## src/core/wost_pkg.sv

```systemverilog
package wost_pkg;
    // ----------------------------------------------------------------
    // Register map (byte-wide registers, one per address)
    // ----------------------------------------------------------------
    localparam int ADDR_W = 3;
    localparam int DATA_W = 8;
    localparam logic [2:0] ADDR_CTRL = 3'h0; // timer_control_reg
    localparam logic [2:0] ADDR_OSC = 3'h1; // one_shot_control_reg
    localparam logic [2:0] ADDR_IOC = 3'h2; // timer_io_control_reg
    localparam logic [2:0] ADDR_SRC = 3'h3; // count source select
    localparam logic [2:0] ADDR_PRE = 3'h4; // prescaler_reg
    localparam logic [2:0] ADDR_SEC = 3'h5; // secondary_reg
    localparam logic [2:0] ADDR_PRI = 3'h6; // primary_reg
    localparam logic [2:0] ADDR_STAT = 3'h7; // event flags, write 1 to clear

    // ----------------------------------------------------------------
    // Field positions
    // ----------------------------------------------------------------
    localparam int CTRL_START = 0; // count_start_bit
    localparam int CTRL_STATUS = 1; // count_status_flag, read only
    localparam int CTRL_FSTOP = 2; // forced_stop_bit, write only
    localparam int OSC_START = 0; // one_shot_start_bit, write only
    localparam int OSC_STOP = 1; // one_shot_stop_bit, write only
    localparam int OSC_ACTIVE = 2; // one_shot_active_flag, read only
    localparam int IOC_LEVEL = 0; // pulse_level_select
    localparam int IOC_TEDGE = 1; // trigger_edge_select, 1 = rising
    localparam int IOC_PTEN = 2; // pin_trigger_enable
    localparam int IOC_BOTH = 3; // both_edge_select
    localparam int IOC_ISENSE = 4; // int_edge_sense, 1 = rising
    localparam int STAT_PIN = 0; // interrupt_request_flag of the pin
    localparam int STAT_TMR = 1; // timer interrupt request flag

    // ----------------------------------------------------------------
    // Reset values
    // ----------------------------------------------------------------
    localparam logic [7:0] RST_COUNT = 8'hFF;
    localparam logic [4:0] RST_IOC = 5'h00;
    localparam logic [1:0] RST_SRC = 2'h0;

    // ----------------------------------------------------------------
    // Count source divider
    // ----------------------------------------------------------------
    localparam logic [2:0] DIV8_LAST = 3'h7;

    typedef enum logic [1:0] {
        WOST_SRC_F1 = 2'b00,
        WOST_SRC_F2 = 2'b01,
        WOST_SRC_F8 = 2'b10,
        WOST_SRC_COMP = 2'b11
    } wost_src_type;

    typedef enum logic [1:0] {
        WOST_IDLE = 2'b00,
        WOST_ARM1 = 2'b01,
        WOST_ARM2 = 2'b10,
        WOST_WAIT = 2'b11
    } wost_arm_type;

    typedef enum logic [1:0] {
        WOST_PH_OFF = 2'b00,
        WOST_PH_PRI = 2'b01,
        WOST_PH_SEC = 2'b10
    } wost_phase_type;
endpackage

```

## src/core/wost_timer.sv

```systemverilog
// Chosen here: the register offsets and strobed register access.
`timescale 1ns/1ns
module wost_timer
    import wost_pkg::*;
(
    // Clock and reset
    input wire logic SYS_CLK,
    input wire logic RSTN,
    // Register port
    input wire logic [ADDR_W-1:0] ADDR,
    input wire logic [DATA_W-1:0] WR_DATA,
    input wire logic WR_EN,
    input wire logic RD_EN,
    output logic [DATA_W-1:0] RD_DATA,
    // Pins and neighbours
    input wire logic EXT_TRIGGER_PIN,
    input wire logic COMPANION_UFL,
    output logic PULSE_OUT_PIN,
    output logic TIMER_IRQ,
    output logic PIN_IRQ
);
    // ----------------------------------------------------------------
    // Register storage
    // ----------------------------------------------------------------
    logic count_start_bit;
    logic count_status_flag;
    logic [4:0] io_ctrl;
    wost_src_type src_sel;
    logic [7:0] pre_reload;
    logic [7:0] sec_reload;
    logic [7:0] pri_reload;
    logic [7:0] pre_cnt;
    logic [7:0] cnt;
    logic [2:0] div;
    logic pin_prev;
    wost_arm_type arm;
    wost_phase_type phase;
    logic tick;
    logic pin_rise;
    logic pin_fall;
    logic trig_edge;
    logic int_edge;
    logic trigger;
    logic kill;
    logic active;
    logic shot_end;
    logic pri_ufl;
    logic wr_ctrl;
    logic wr_osc;
    logic wr_stat;
    logic next_out;

    // Write decodes, one cycle strobes from the master
    assign wr_ctrl = WR_EN && (ADDR == ADDR_CTRL);
    assign wr_osc = WR_EN && (ADDR == ADDR_OSC);
    assign wr_stat = WR_EN && (ADDR == ADDR_STAT);

    // ----------------------------------------------------------------
    // Count source
    // ----------------------------------------------------------------
    // Free running divider; f2 and f8 are one-cycle enables off it
    always_ff @(posedge SYS_CLK or negedge RSTN) begin
        if (!RSTN) begin
            div <= 3'h0;
        end else begin
            div <= div + 3'h1;
        end
    end

    // Source select picks one tick per count source cycle
    always_comb begin
        case (src_sel)
            WOST_SRC_F1: tick = 1'b1;
            WOST_SRC_F2: tick = div[0];
            WOST_SRC_F8: tick = (div == DIV8_LAST);
            WOST_SRC_COMP: tick = COMPANION_UFL;
            default: tick = 1'b0;
        endcase
    end

    // ----------------------------------------------------------------
    // Pin edges and triggers
    // ----------------------------------------------------------------
    always_ff @(posedge SYS_CLK or negedge RSTN) begin
        if (!RSTN) begin
            pin_prev <= 1'b1;
        end else begin
            pin_prev <= EXT_TRIGGER_PIN;
        end
    end

    assign pin_rise = EXT_TRIGGER_PIN && !pin_prev;
    assign pin_fall = !EXT_TRIGGER_PIN && pin_prev;

    // Timer edge and interrupt edge are chosen independently unless both_edge_select makes both take either edge
    always_comb begin
        if (io_ctrl[IOC_BOTH]) begin
            trig_edge = pin_rise || pin_fall;
            int_edge = pin_rise || pin_fall;
        end else begin
            trig_edge = io_ctrl[IOC_TEDGE] ? pin_rise : pin_fall;
            int_edge = io_ctrl[IOC_ISENSE] ? pin_rise : pin_fall;
        end
    end

    // Pin only triggers when enabled; otherwise a plain interrupt input
    assign trigger = (wr_osc && WR_DATA[OSC_START])
        || (io_ctrl[IOC_PTEN] && trig_edge);

    // Any stop condition while not idle
    assign kill = !count_start_bit
        || (wr_osc && WR_DATA[OSC_STOP])
        || (wr_ctrl && (WR_DATA[CTRL_FSTOP] || !WR_DATA[CTRL_START]));

    assign active = (arm == WOST_WAIT);
    assign pri_ufl = tick && (pre_cnt == 8'h00) && (cnt == 8'h00);
    assign shot_end = active && (phase == WOST_PH_SEC) && pri_ufl;

    // ----------------------------------------------------------------
    // Control register and count status
    // ----------------------------------------------------------------
    // Forced stop clears start and status immediately; otherwise status follows start at a tick
    always_ff @(posedge SYS_CLK or negedge RSTN) begin
        if (!RSTN) begin
            count_start_bit <= 1'b0;
            count_status_flag <= 1'b0;
        end else begin
            if (wr_ctrl && WR_DATA[CTRL_FSTOP]) begin
                count_start_bit <= 1'b0;
                count_status_flag <= 1'b0;
            end else begin
                if (wr_ctrl) begin
                    count_start_bit <= WR_DATA[CTRL_START];
                end
                if (tick) begin
                    count_status_flag <= count_start_bit;
                end
            end
        end
    end

    // Remaining configuration registers
    always_ff @(posedge SYS_CLK or negedge RSTN) begin
        if (!RSTN) begin
            io_ctrl <= RST_IOC;
            src_sel <= wost_src_type'(RST_SRC);
        end else if (WR_EN) begin
            if (ADDR == ADDR_IOC) begin
                io_ctrl <= WR_DATA[4:0];
            end
            if (ADDR == ADDR_SRC) begin
                src_sel <= wost_src_type'(WR_DATA[1:0]);
            end
        end
    end

    // Reload registers always take the write
    always_ff @(posedge SYS_CLK or negedge RSTN) begin
        if (!RSTN) begin
            pre_reload <= RST_COUNT;
            sec_reload <= RST_COUNT;
            pri_reload <= RST_COUNT;
        end else if (WR_EN) begin
            if (ADDR == ADDR_PRE) begin
                pre_reload <= WR_DATA;
            end
            if (ADDR == ADDR_SEC) begin
                sec_reload <= WR_DATA;
            end
            if (ADDR == ADDR_PRI) begin
                pri_reload <= WR_DATA;
            end
        end
    end

    // ----------------------------------------------------------------
    // One-shot sequencer
    // ----------------------------------------------------------------
    // Trigger taken only when idle and counting enabled
    always_ff @(posedge SYS_CLK or negedge RSTN) begin
        if (!RSTN) begin
            arm <= WOST_IDLE;
        end else if (arm != WOST_IDLE && kill) begin
            arm <= WOST_IDLE;
        end else begin
            case (arm)
                WOST_IDLE: begin
                    if (trigger && count_status_flag && count_start_bit) begin
                        arm <= WOST_ARM1;
                    end
                end
                // Two tick boundaries give the one to two cycle delay
                WOST_ARM1: begin
                    if (tick) begin
                        arm <= WOST_ARM2;
                    end
                end
                WOST_ARM2: begin
                    if (tick) begin
                        arm <= WOST_WAIT;
                    end
                end
                WOST_WAIT: begin
                    if (shot_end) begin
                        arm <= WOST_IDLE;
                    end
                end
                default: arm <= WOST_IDLE;
            endcase
        end
    end

    // Prescaler and main counter; writes reach the counter only when stopped
    always_ff @(posedge SYS_CLK or negedge RSTN) begin
        if (!RSTN) begin
            pre_cnt <= RST_COUNT;
            cnt <= RST_COUNT;
            phase <= WOST_PH_OFF;
        end else if ((arm != WOST_IDLE && kill) || shot_end) begin
            // Reload and halt in the same cycle, so the next shot sees new values
            pre_cnt <= pre_reload;
            cnt <= pri_reload;
            phase <= WOST_PH_OFF;
        end else if (arm == WOST_ARM2 && tick) begin
            pre_cnt <= pre_reload;
            cnt <= pri_reload;
            phase <= WOST_PH_PRI;
        end else if (active && tick) begin
            // Each count step costs prescaler+1 ticks
            if (pre_cnt == 8'h00) begin
                pre_cnt <= pre_reload;
                if (cnt == 8'h00) begin
                    cnt <= sec_reload;
                    phase <= WOST_PH_SEC;
                end else begin
                    cnt <= cnt - 8'h01;
                end
            end else begin
                pre_cnt <= pre_cnt - 8'h01;
            end
        end else if (arm == WOST_IDLE && WR_EN) begin
            if (ADDR == ADDR_PRE) begin
                pre_cnt <= WR_DATA;
            end
            if (ADDR == ADDR_PRI) begin
                cnt <= WR_DATA;
            end
        end
    end

    // ----------------------------------------------------------------
    // Pin outputs and request flags
    // ----------------------------------------------------------------
    // Registered from the next phase so the pin lines up with the counter
    always_comb begin
        if (kill && arm != WOST_IDLE) begin
            next_out = ~io_ctrl[IOC_LEVEL];
        end else if (shot_end) begin
            next_out = ~io_ctrl[IOC_LEVEL];
        end else if (active && phase == WOST_PH_SEC) begin
            next_out = io_ctrl[IOC_LEVEL];
        end else if (active && tick && pre_cnt == 8'h00 && cnt == 8'h00) begin
            next_out = io_ctrl[IOC_LEVEL];
        end else begin
            next_out = ~io_ctrl[IOC_LEVEL];
        end
    end

    always_ff @(posedge SYS_CLK or negedge RSTN) begin
        if (!RSTN) begin
            PULSE_OUT_PIN <= 1'b1;
        end else begin
            PULSE_OUT_PIN <= next_out;
        end
    end

    // Sticky flags: a new event beats a clear in the same cycle
    always_ff @(posedge SYS_CLK or negedge RSTN) begin
        if (!RSTN) begin
            PIN_IRQ <= 1'b0;
            TIMER_IRQ <= 1'b0;
        end else begin
            if (int_edge) begin
                PIN_IRQ <= 1'b1;
            end else if (wr_stat && WR_DATA[STAT_PIN]) begin
                PIN_IRQ <= 1'b0;
            end
            if (shot_end) begin
                TIMER_IRQ <= 1'b1;
            end else if (wr_stat && WR_DATA[STAT_TMR]) begin
                TIMER_IRQ <= 1'b0;
            end
        end
    end

    // ----------------------------------------------------------------
    // Read port, data one cycle after the strobe
    // ----------------------------------------------------------------
    // Live counts are returned for prescaler and primary; secondary returns its reload value
    always_ff @(posedge SYS_CLK or negedge RSTN) begin
        if (!RSTN) begin
            RD_DATA <= 8'h00;
        end else if (RD_EN) begin
            case (ADDR)
                ADDR_CTRL: RD_DATA <= {5'h00, 1'b0, count_status_flag, count_start_bit};
                ADDR_OSC: RD_DATA <= {5'h00, active, 2'b00};
                ADDR_IOC: RD_DATA <= {3'h0, io_ctrl};
                ADDR_SRC: RD_DATA <= {6'h00, src_sel};
                ADDR_PRE: RD_DATA <= pre_cnt;
                ADDR_SEC: RD_DATA <= sec_reload;
                ADDR_PRI: RD_DATA <= cnt;
                ADDR_STAT: RD_DATA <= {6'h00, TIMER_IRQ, PIN_IRQ};
                default: RD_DATA <= 8'h00;
            endcase
        end else begin
            RD_DATA <= 8'h00;
        end
    end

    // ----------------------------------------------------------------
    // Checks
    // ----------------------------------------------------------------
    a_start_gated: assert property (@(posedge SYS_CLK) disable iff (!RSTN)
        (arm == WOST_IDLE && trigger && !count_status_flag) |=> arm == WOST_IDLE)
        else $error("trigger accepted while count status is 0");

    a_sw_trigger: assert property (@(posedge SYS_CLK) disable iff (!RSTN)
        (arm == WOST_IDLE && wr_osc && WR_DATA[OSC_START] && count_status_flag
         && count_start_bit) |=> arm == WOST_ARM1)
        else $error("software trigger not taken");

    a_arm_delay: assert property (@(posedge SYS_CLK) disable iff (!RSTN)
        (arm == WOST_ARM1 && tick && !kill) |=> (arm == WOST_ARM2 && !active))
        else $error("active flag set too early");

    a_wait_begins: assert property (@(posedge SYS_CLK) disable iff (!RSTN)
        (arm == WOST_ARM2 && tick && !kill)
        |=> (active && phase == WOST_PH_PRI && cnt == $past(pri_reload)))
        else $error("wait period did not begin");

    a_no_retrigger: assert property (@(posedge SYS_CLK) disable iff (!RSTN)
        (active && trigger && !kill && !tick) |=> (active && $stable(cnt)))
        else $error("retrigger disturbed the count");

    a_pin_flag: assert property (@(posedge SYS_CLK) disable iff (!RSTN)
        int_edge |=> PIN_IRQ)
        else $error("pin request flag missed an edge");

    a_to_pulse: assert property (@(posedge SYS_CLK) disable iff (!RSTN)
        (active && phase == WOST_PH_PRI && pri_ufl && !kill)
        |=> (phase == WOST_PH_SEC && cnt == $past(sec_reload)
             && PULSE_OUT_PIN == $past(io_ctrl[IOC_LEVEL])))
        else $error("secondary period not entered");

    a_shot_end: assert property (@(posedge SYS_CLK) disable iff (!RSTN)
        (shot_end && !kill) |=> (!active && TIMER_IRQ && cnt == $past(pri_reload)
                                 && PULSE_OUT_PIN == !$past(io_ctrl[IOC_LEVEL])))
        else $error("shot end sequence wrong");

    a_stop_reload: assert property (@(posedge SYS_CLK) disable iff (!RSTN)
        (arm != WOST_IDLE && kill)
        |=> (arm == WOST_IDLE && pre_cnt == $past(pre_reload)))
        else $error("stop without reload");

    a_idle_level: assert property (@(posedge SYS_CLK) disable iff (!RSTN)
        (arm == WOST_IDLE && $past(arm) == WOST_IDLE && $stable(io_ctrl))
        |-> PULSE_OUT_PIN == !io_ctrl[IOC_LEVEL])
        else $error("output not inactive while idle");

    a_stopped_write: assert property (@(posedge SYS_CLK) disable iff (!RSTN)
        (arm == WOST_IDLE && WR_EN && ADDR == ADDR_PRI) |=> cnt == $past(WR_DATA))
        else $error("stopped write missed the counter");

    c_full_shot: cover property (@(posedge SYS_CLK) disable iff (!RSTN)
        shot_end ##1 TIMER_IRQ);
    c_pin_start: cover property (@(posedge SYS_CLK) disable iff (!RSTN)
        (arm == WOST_IDLE && io_ctrl[IOC_PTEN] && trig_edge && count_status_flag)
        ##1 arm == WOST_ARM1);
    c_forced: cover property (@(posedge SYS_CLK) disable iff (!RSTN)
        active && wr_ctrl && WR_DATA[CTRL_FSTOP]);
endmodule

```

## config.mk

```make
export PLATFORM = sky130hd
export DESIGN_NAME = wost_timer
export DESIGN_NICKNAME = d
export VERILOG_FILES = /design/src/core/wost_pkg.sv /design/src/core/wost_timer.sv
export SDC_FILE = /design/constraint.sdc
export NUM_CORES = 1
export LEC_CHECK = 0
export BUFFER_PORTS_ARGS = -buffer_cell sky130_fd_sc_hd__buf_2
export CAP_MARGIN = 30
export CORE_UTILIZATION = 60
export CTS_CLUSTER_SIZE = 12
export DETAILED_ROUTE_END_ITERATION = 10
export GPL_TIMING_DRIVEN = 0
export MAX_ROUTING_LAYER = met4
export PLACE_DENSITY = 0.78
export SETUP_SLACK_MARGIN = 0.15
export SLEW_MARGIN = 10
export SYNTH_ARGS = -nofsm -noshare
export SYNTH_HDL_FRONTEND = slang
export SYNTH_SLANG_ARGS = --single-unit
export TNS_END_PERCENT = 50
```

## constraint.sdc

```tcl
create_clock -name SYS_CLK -period 2.8 [get_ports SYS_CLK]
set_input_delay 0.56 -clock SYS_CLK [delete_from_list [all_inputs] [get_ports SYS_CLK]]
set_output_delay 0.56 -clock SYS_CLK [all_outputs]
set_load 0.02 [all_outputs]
```

==> results of run 1 <==
-- layout by cell type (no fill, tap or decap), types with 6 or more instances in the layout --
cell / netlist / layout
nand2_1: 44 / 44
dfstp_2: 42 / 42
o21ai_0: 33 / 32
mux2_2: 32 / 32
buf_2: 2 / 27
dfrtp_1: 26 / 26
nor2_1: 24 / 24
a21oi_1: 20 / 20
mux2i_1: 18 / 17
inv_1: 15 / 14
clkbuf_1: 12 / 11
clkbuf_8: 0 / 11
ha_1: 11 / 10
nor2b_1: 8 / 8
o311ai_0: 7 / 7
nand3_1: 6 / 6
nand4_1: 6 / 6
-- area by class of cell --
class	count	share of cell area [%]
Tap cell	75	2.16
Buffer	20	2.31
Clock inverter	1	0.692
Sequential cell	68	40.4
Clock buffer	15	3.83
Timing Repair Buffer	29	3.57
Inverter	15	1.30
Multi-Input combinational cell	282	45.7
-- critical path, cell delays in order (launching register included) --
cell     delay (ps)
dfstp_2         400
inv_2            90
ha_4            160
or4b_4          510
nor4_4          260
buf_4           180
nand3_1         100
o21a_1          260
or3_1           350
o21ai_0          80
-- synth_stat cells, drive strengths merged, types with 7 or more instances --
master  count
a21oi      20
buf         8
clkbuf     12
dfrtp      26
dfstp      42
ha         11
inv        15
mux2       32
mux2i      18
nand2      44
nand3       7
nor2       24
nor2b       8
o21ai      36
o311ai      7
-- sequential cells by signal (all words and copies together), names as in the netlist --
| signal | cells |
|---|---|
| arm | 2 |
| cnt | 8 |
| count_start_bit | 1 |
| count_status_flag | 1 |
| pin_prev | 1 |
| io_ctrl | 5 |
| PULSE_OUT_PIN | 1 |
| PIN_IRQ | 1 |
| RD_DATA | 8 |
| div | 3 |
| src_sel | 2 |
| pri_reload | 8 |
| pre_cnt | 8 |
| TIMER_IRQ | 1 |
| sec_reload | 8 |
| pre_reload | 8 |
| phase | 2 |
-- report_power, final --
| group | switching (W) | internal [W] | total [W] |
|---|---|---|---|
| Combinational | 0.000823 | 0.000679 | 0.00150 |
| Clock | 0.000352 | 0.000462 | 0.000814 |
| Sequential | 0.000291 | 0.00139 | 0.00168 |
| Total | 0.00147 | 0.00253 | 0.00400 |
-- logic make-up (layout without fill, tap and decap cells) --
logic type      count (synthesis)  in the layout  synth area share [%]
buf+inv                        35             80                  3.85
simple gates                  120            120                  16.3
xor+xnor                        7              7                  1.59
flops                          68             68                  45.4
mux                            50             50                  14.0
compound gates                 94             94                  15.4
fa+ha+maj                      11             11                  3.56
-- per-stage QoR --
step	hold WS (ps)	cells	total power [W]	utilization (%)	setup slack (ps)
2_1_floorplan	264	385	0.00270	-	411
5_1_grt	330	505	0.00424	71.6	117
3_3_place_gp	444	486	0.00304	67.5	-50.3
3_5_place_dp	458	486	0.00311	67.5	-102
4_1_cts	325	504	0.00396	71.2	154
6_report	314	505	0.00400	71.6	313
-- layer usage --
layer	up-vias	global-route usage (%)	part of all wire (%)
met5	-	-	0
met4	0	13.5	2.3
met3	25	6.48	6.2
met2	141	47.2	45
met1	1486	41.8	46
li1	1467	-	-
-- worst paths after layout --
check / startpoint / endpoint / slack, ps
setup / recovery: cnt[0]$_DFFE_PN1P_ / arm[1]$_DFFE_PN0P_ / 310
hold / removal: RSTN / RD_DATA[0]$_DFF_PN0_ / 310
hold reg to reg: div[0]$_DFF_PN0_ / div[0]$_DFF_PN0_ / 470
setup reg to reg: cnt[0]$_DFFE_PN1P_ / arm[1]$_DFFE_PN0P_ / 310
min in group SYS_CLK: EXT_TRIGGER_PIN / pin_prev$_DFF_PN1_ / 330
max in group asynchronous: RSTN / TIMER_IRQ$_DFFE_PN0P_ / 1960
-- what timing repair did --
item,CTS,global route
setup endpoints to repair,18,17
pin swaps,1,2
resized for setup,3,13
setup buffers,2,1
hold endpoints to repair,0,0
==> results.json, run 1 <==
{
  "status": "finished clean",
  "yosys.area.top_type_share_pct": 28.5,
  "syn_nets": 413,
  "synth_cell_types": 56,
  "multi_input_area_um2": 1990,
  "ant_nets": 0,
  "h-tree-depth": 3,
  "grt-ovfl-total": 0,
  "period_minus_slack_ps": 2490,
  "ys_seq_area_share_pct": 45.4,
  "worstPathMaxFanout": 5,
  "synth.area.top_cells": "dfstp_2 29%, dfrtp_1 17%, mux2_2 9.3%, mux2i_1 4.7%, nand2_1 4.3%",
  "fin_area_um2": 4340,
  "synthFlopType": "dfstp_2",
  "grt_max_degree": 69,
  "hpwlAfterDp_um": 6430,
  "die_y_um": 82.3,
  "synth_largest_area_cell": "dfstp_2",
  "start_util_pct": 63.8,
  "clock_sinks": 68,
  "cts_tree": "yes",
  "clockRootBuffer": "clkbuf_8",
  "io_pins": 28,
  "rsz0062_at_grt": "true",
  "dpl_cell_area_um2": 4090,
  "grt_pass1_wl_um": 15200,
  "drt_iter0_drc": 356,
  "core_um2": 6060,
  "antenna-diode-count": 0,
  "slew_viol_final": 0,
  "irDropWorstVdd_v": 0.000619,
  "ctsHoldBuffers": 0,
  "portBuffers": 26,
  "hold_class": "input port to async pin",
  "period_share_pct": 88.8,
  "cp-end-kind": "register",
  "tightest_slew_ps": 821,
  "start_kind": "register",
  "synth_edf_count": 0,
  "synth_seq_cells": 68,
  "track_usage_pct": 31.7,
  "cts_made_buffers": 9,
  "nets": 453,
  "setup_viol": 0,
  "fp.dieW_um": 82.3,
  "finClkSkew_ps": 4.97,
  "drt-pass1-iter-count": 5,
  "async_flop_share_pct": 100,
  "rows": 28,
  "finalSetupTns_ps": 0,
  "max_freq_mhz": 402,
  "routed_wl_um": 9260,
  "p_leak_nw": 1.87,
  "cap_violations": 0,
  "antenna_found_initial": 0,
  "clkTransAtPathRegs_ps": 70,
  "cp.required_ps": 3060,
  "vias": 3119,
  "synth_area_um2": 3870,
  "fillers": 477,
  "hold_violations": 0,
  "wire_per_inst_um": 18.3,
  "power_density_nw_per_um2": 920,
  "path_class": "register to register",
  "worstPathArrival_ps": 2750,
  "drc": 0,
  "regArea_um2": 1750,
  "yosysWarnings": 0,
  "die-area_um2": 6770,
  "relSlewSlack_pct": 45.3,
  "syn_avg_cell_area_um2": 10.0,
  "netlist_instances": 385,
  "drive_above_1_share_pct": 31.6,
  "r2r_cells": 9,
  "areaGrowthSynthToFinish_pct": 12.3,
  "ctsLongestPathBuffers": 2,
  "gp_congestion": 0.883,
  "grt_pass1_vias": 3006,
  "vias_per_cell": 6.18,
  "clock_latency_ps": 340
}
No activity file was read; power rests on OpenSTA's default activity.
==> run 2: changes to the inputs <==
==> constraint.sdc (replaced) <==
create_clock -name SYS_CLK -period 2.5 [get_ports SYS_CLK]
set_input_delay 0.5 -clock SYS_CLK [delete_from_list [all_inputs] [get_ports SYS_CLK]]
set_output_delay 0.5 -clock SYS_CLK [all_outputs]
set_load 0.02 [all_outputs]
==> run 2 against run 1 <==
Against the previous run: first-iteration DRC count increased by 21%; flip-flop and latch count is the same; register-to-register slack got worse by 170 ps; maximum frequency up 5.3%; worst setup slack lost 170 ps; largest power group is now combinational cells; total power rose by 21%.
==> results.json, run 2 (synthesis gave the netlist of run 1 again) <==
{
  "cts_made_buffers": 9,
  "period_share_pct": 94.5,
  "portBuffers": 26,
  "routed_wl_um": 9870,
  "wire_per_inst_um": 19.1,
  "relSlewSlack_pct": 45.1,
  "antenna-diode-count": 0,
  "rows": 28,
  "status": "finished clean",
  "dpl_cell_area_um2": 4110,
  "gp_congestion": 0.874,
  "rsz0062_at_grt": "true",
  "setup_viol": 0,
  "drt_iter0_drc": 429,
  "slew_viol_final": 0,
  "nets": 465,
  "worst_slack_ps": 139,
  "tightest_slew_ps": 823,
  "areaGrowthSynthToFinish_pct": 18.0,
  "cts_tree": "yes",
  "core_um2": 6060,
  "cp-end-kind": "register",
  "h-tree-depth": 3,
  "io_pins": 28,
  "die_y_um": 82.3,
  "track_usage_pct": 33.1,
  "clockRootBuffer": "clkbuf_8",
  "finClkSkew_ps": 8.57,
  "irDropWorstVdd_v": 0.000694,
  "regArea_um2": 1750,
  "final_cells": 517,
  "final_common_cell": "nand2_1",
  "max_freq_mhz": 423,
  "drc": 0,
  "start_kind": "register",
  "ant_nets": 0,
  "path_class": "register to register",
  "power_density_nw_per_um2": 1060,
  "die-area_um2": 6770,
  "start_util_pct": 63.8,
  "place_ws_ps": -372,
  "antenna_found_initial": 0,
  "clock_latency_ps": 350,
  "drive_above_1_share_pct": 36.2,
  "clock_sinks": 68,
  "cap_violations": 0,
  "hold_class": "input port to async pin",
  "ctsLongestPathBuffers": 2,
  "fp.dieW_um": 82.3,
  "clkTransAtPathRegs_ps": 70,
  "grt_max_degree": 69,
  "fillers": 407,
  "period_minus_slack_ps": 2360,
  "worstPathArrival_ps": 2650,
  "grt_pass1_wl_um": 15800,
  "post-place-cells": 486,
  "worstPathMaxFanout": 7,
  "grt-ovfl-total": 0,
  "hpwlAfterDp_um": 6640,
  "multi_input_area_um2": 2050,
  "fin_hold_ws_ps": 221,
  "p_leak_nw": 1.97,
  "hold_violations": 0,
  "cp.required_ps": 2780,
  "fin_area_um2": 4560,
  "drt-pass1-iter-count": 6,
  "layout_common_cells": "44 x nand2_1, 42 x dfstp_2, 32 x mux2_2",
  "grt_pass1_vias": 3092,
  "vias": 3308,
  "vias_per_cell": 6.40
}
run 2: area by class of cell:
class / count / area share [%]
multi-input combinational: 282 / 44.8
sequential: 68 / 38.4
timing repair buffer: 41 / 6.11
clock buffer: 12 / 3.40
buffer: 20 / 2.88
tap: 75 / 2.06
inverter: 15 / 1.23
clock inverter: 4 / 1.04
run 2: worst paths after layout:
kind	startpoint	end	slack [ps]	cells after the start
min in group SYS_CLK	EXT_TRIGGER_PIN	pin_prev$_DFF_PN1_	260	1
hold / removal	RSTN	RD_DATA[0]$_DFF_PN0_	220	1
setup / recovery	cnt[0]$_DFFE_PN1P_	cnt[5]$_DFFE_PN1P_	140	10
max in group asynchronous	RSTN	phase[0]$_DFFE_PN0P_	1720	1
hold reg to reg	pre_reload[3]$_DFFE_PN1P_	pre_cnt[3]$_DFFE_PN1P_	470	2
setup reg to reg	cnt[0]$_DFFE_PN1P_	cnt[5]$_DFFE_PN1P_	140	10
run 2: per-stage QoR:
| stage | TNS [ps] | total power (W) | utilization, % |
|---|---|---|---|
| 6_report | 0 | 0.00483 | 75.3 |
| 5_1_grt | 0 | 0.00510 | 75.3 |
| 2_1_floorplan | 0 | 0.00305 | - |
| 3_3_place_gp | -3030 | 0.00345 | 67.8 |
| 4_1_cts | 0 | 0.00466 | 74.1 |
| 3_5_place_dp | -4050 | 0.00352 | 67.8 |
run 2: worst max-delay path: stages, from the launching register on:
cell and delay [ps]:
dfstp_2 380, inv_2 70, ha_4 130, or4b_4 480
nor4_4 300, nand4b_2 180, and3_4 210, buf_12 140
buf_8 130, mux2i_2 190, o21ai_1 100
run 2: layer usage:
| layer | part of all wire [%] | global-route usage (%) |
|---|---|---|
| met5 | 0 | - |
| met4 | 1.4 | 11.2 |
| met3 | 7.4 | 8.02 |
| met1 | 44 | 43.7 |
| met2 | 48 | 49.8 |
run 2: power by group:
group	total [W]	switching (W)	leakage, nW	internal (W)
logic	0.00201	0.00102	1.09	0.000989
registers	0.00189	0.000333	0.774	0.00156
clock network	0.000931	0.000419	0.102	0.000512
run 2: timing repair:
action | CTS | global route
hold buffers | 0 | 0
endpoints found under the setup margin | 20 | 18
resized for setup | 20 | 16
gates cloned | 0 | 1
setup buffers | 11 | 3
hold endpoints to repair | 0 | 0
pin swaps | 6 | 5
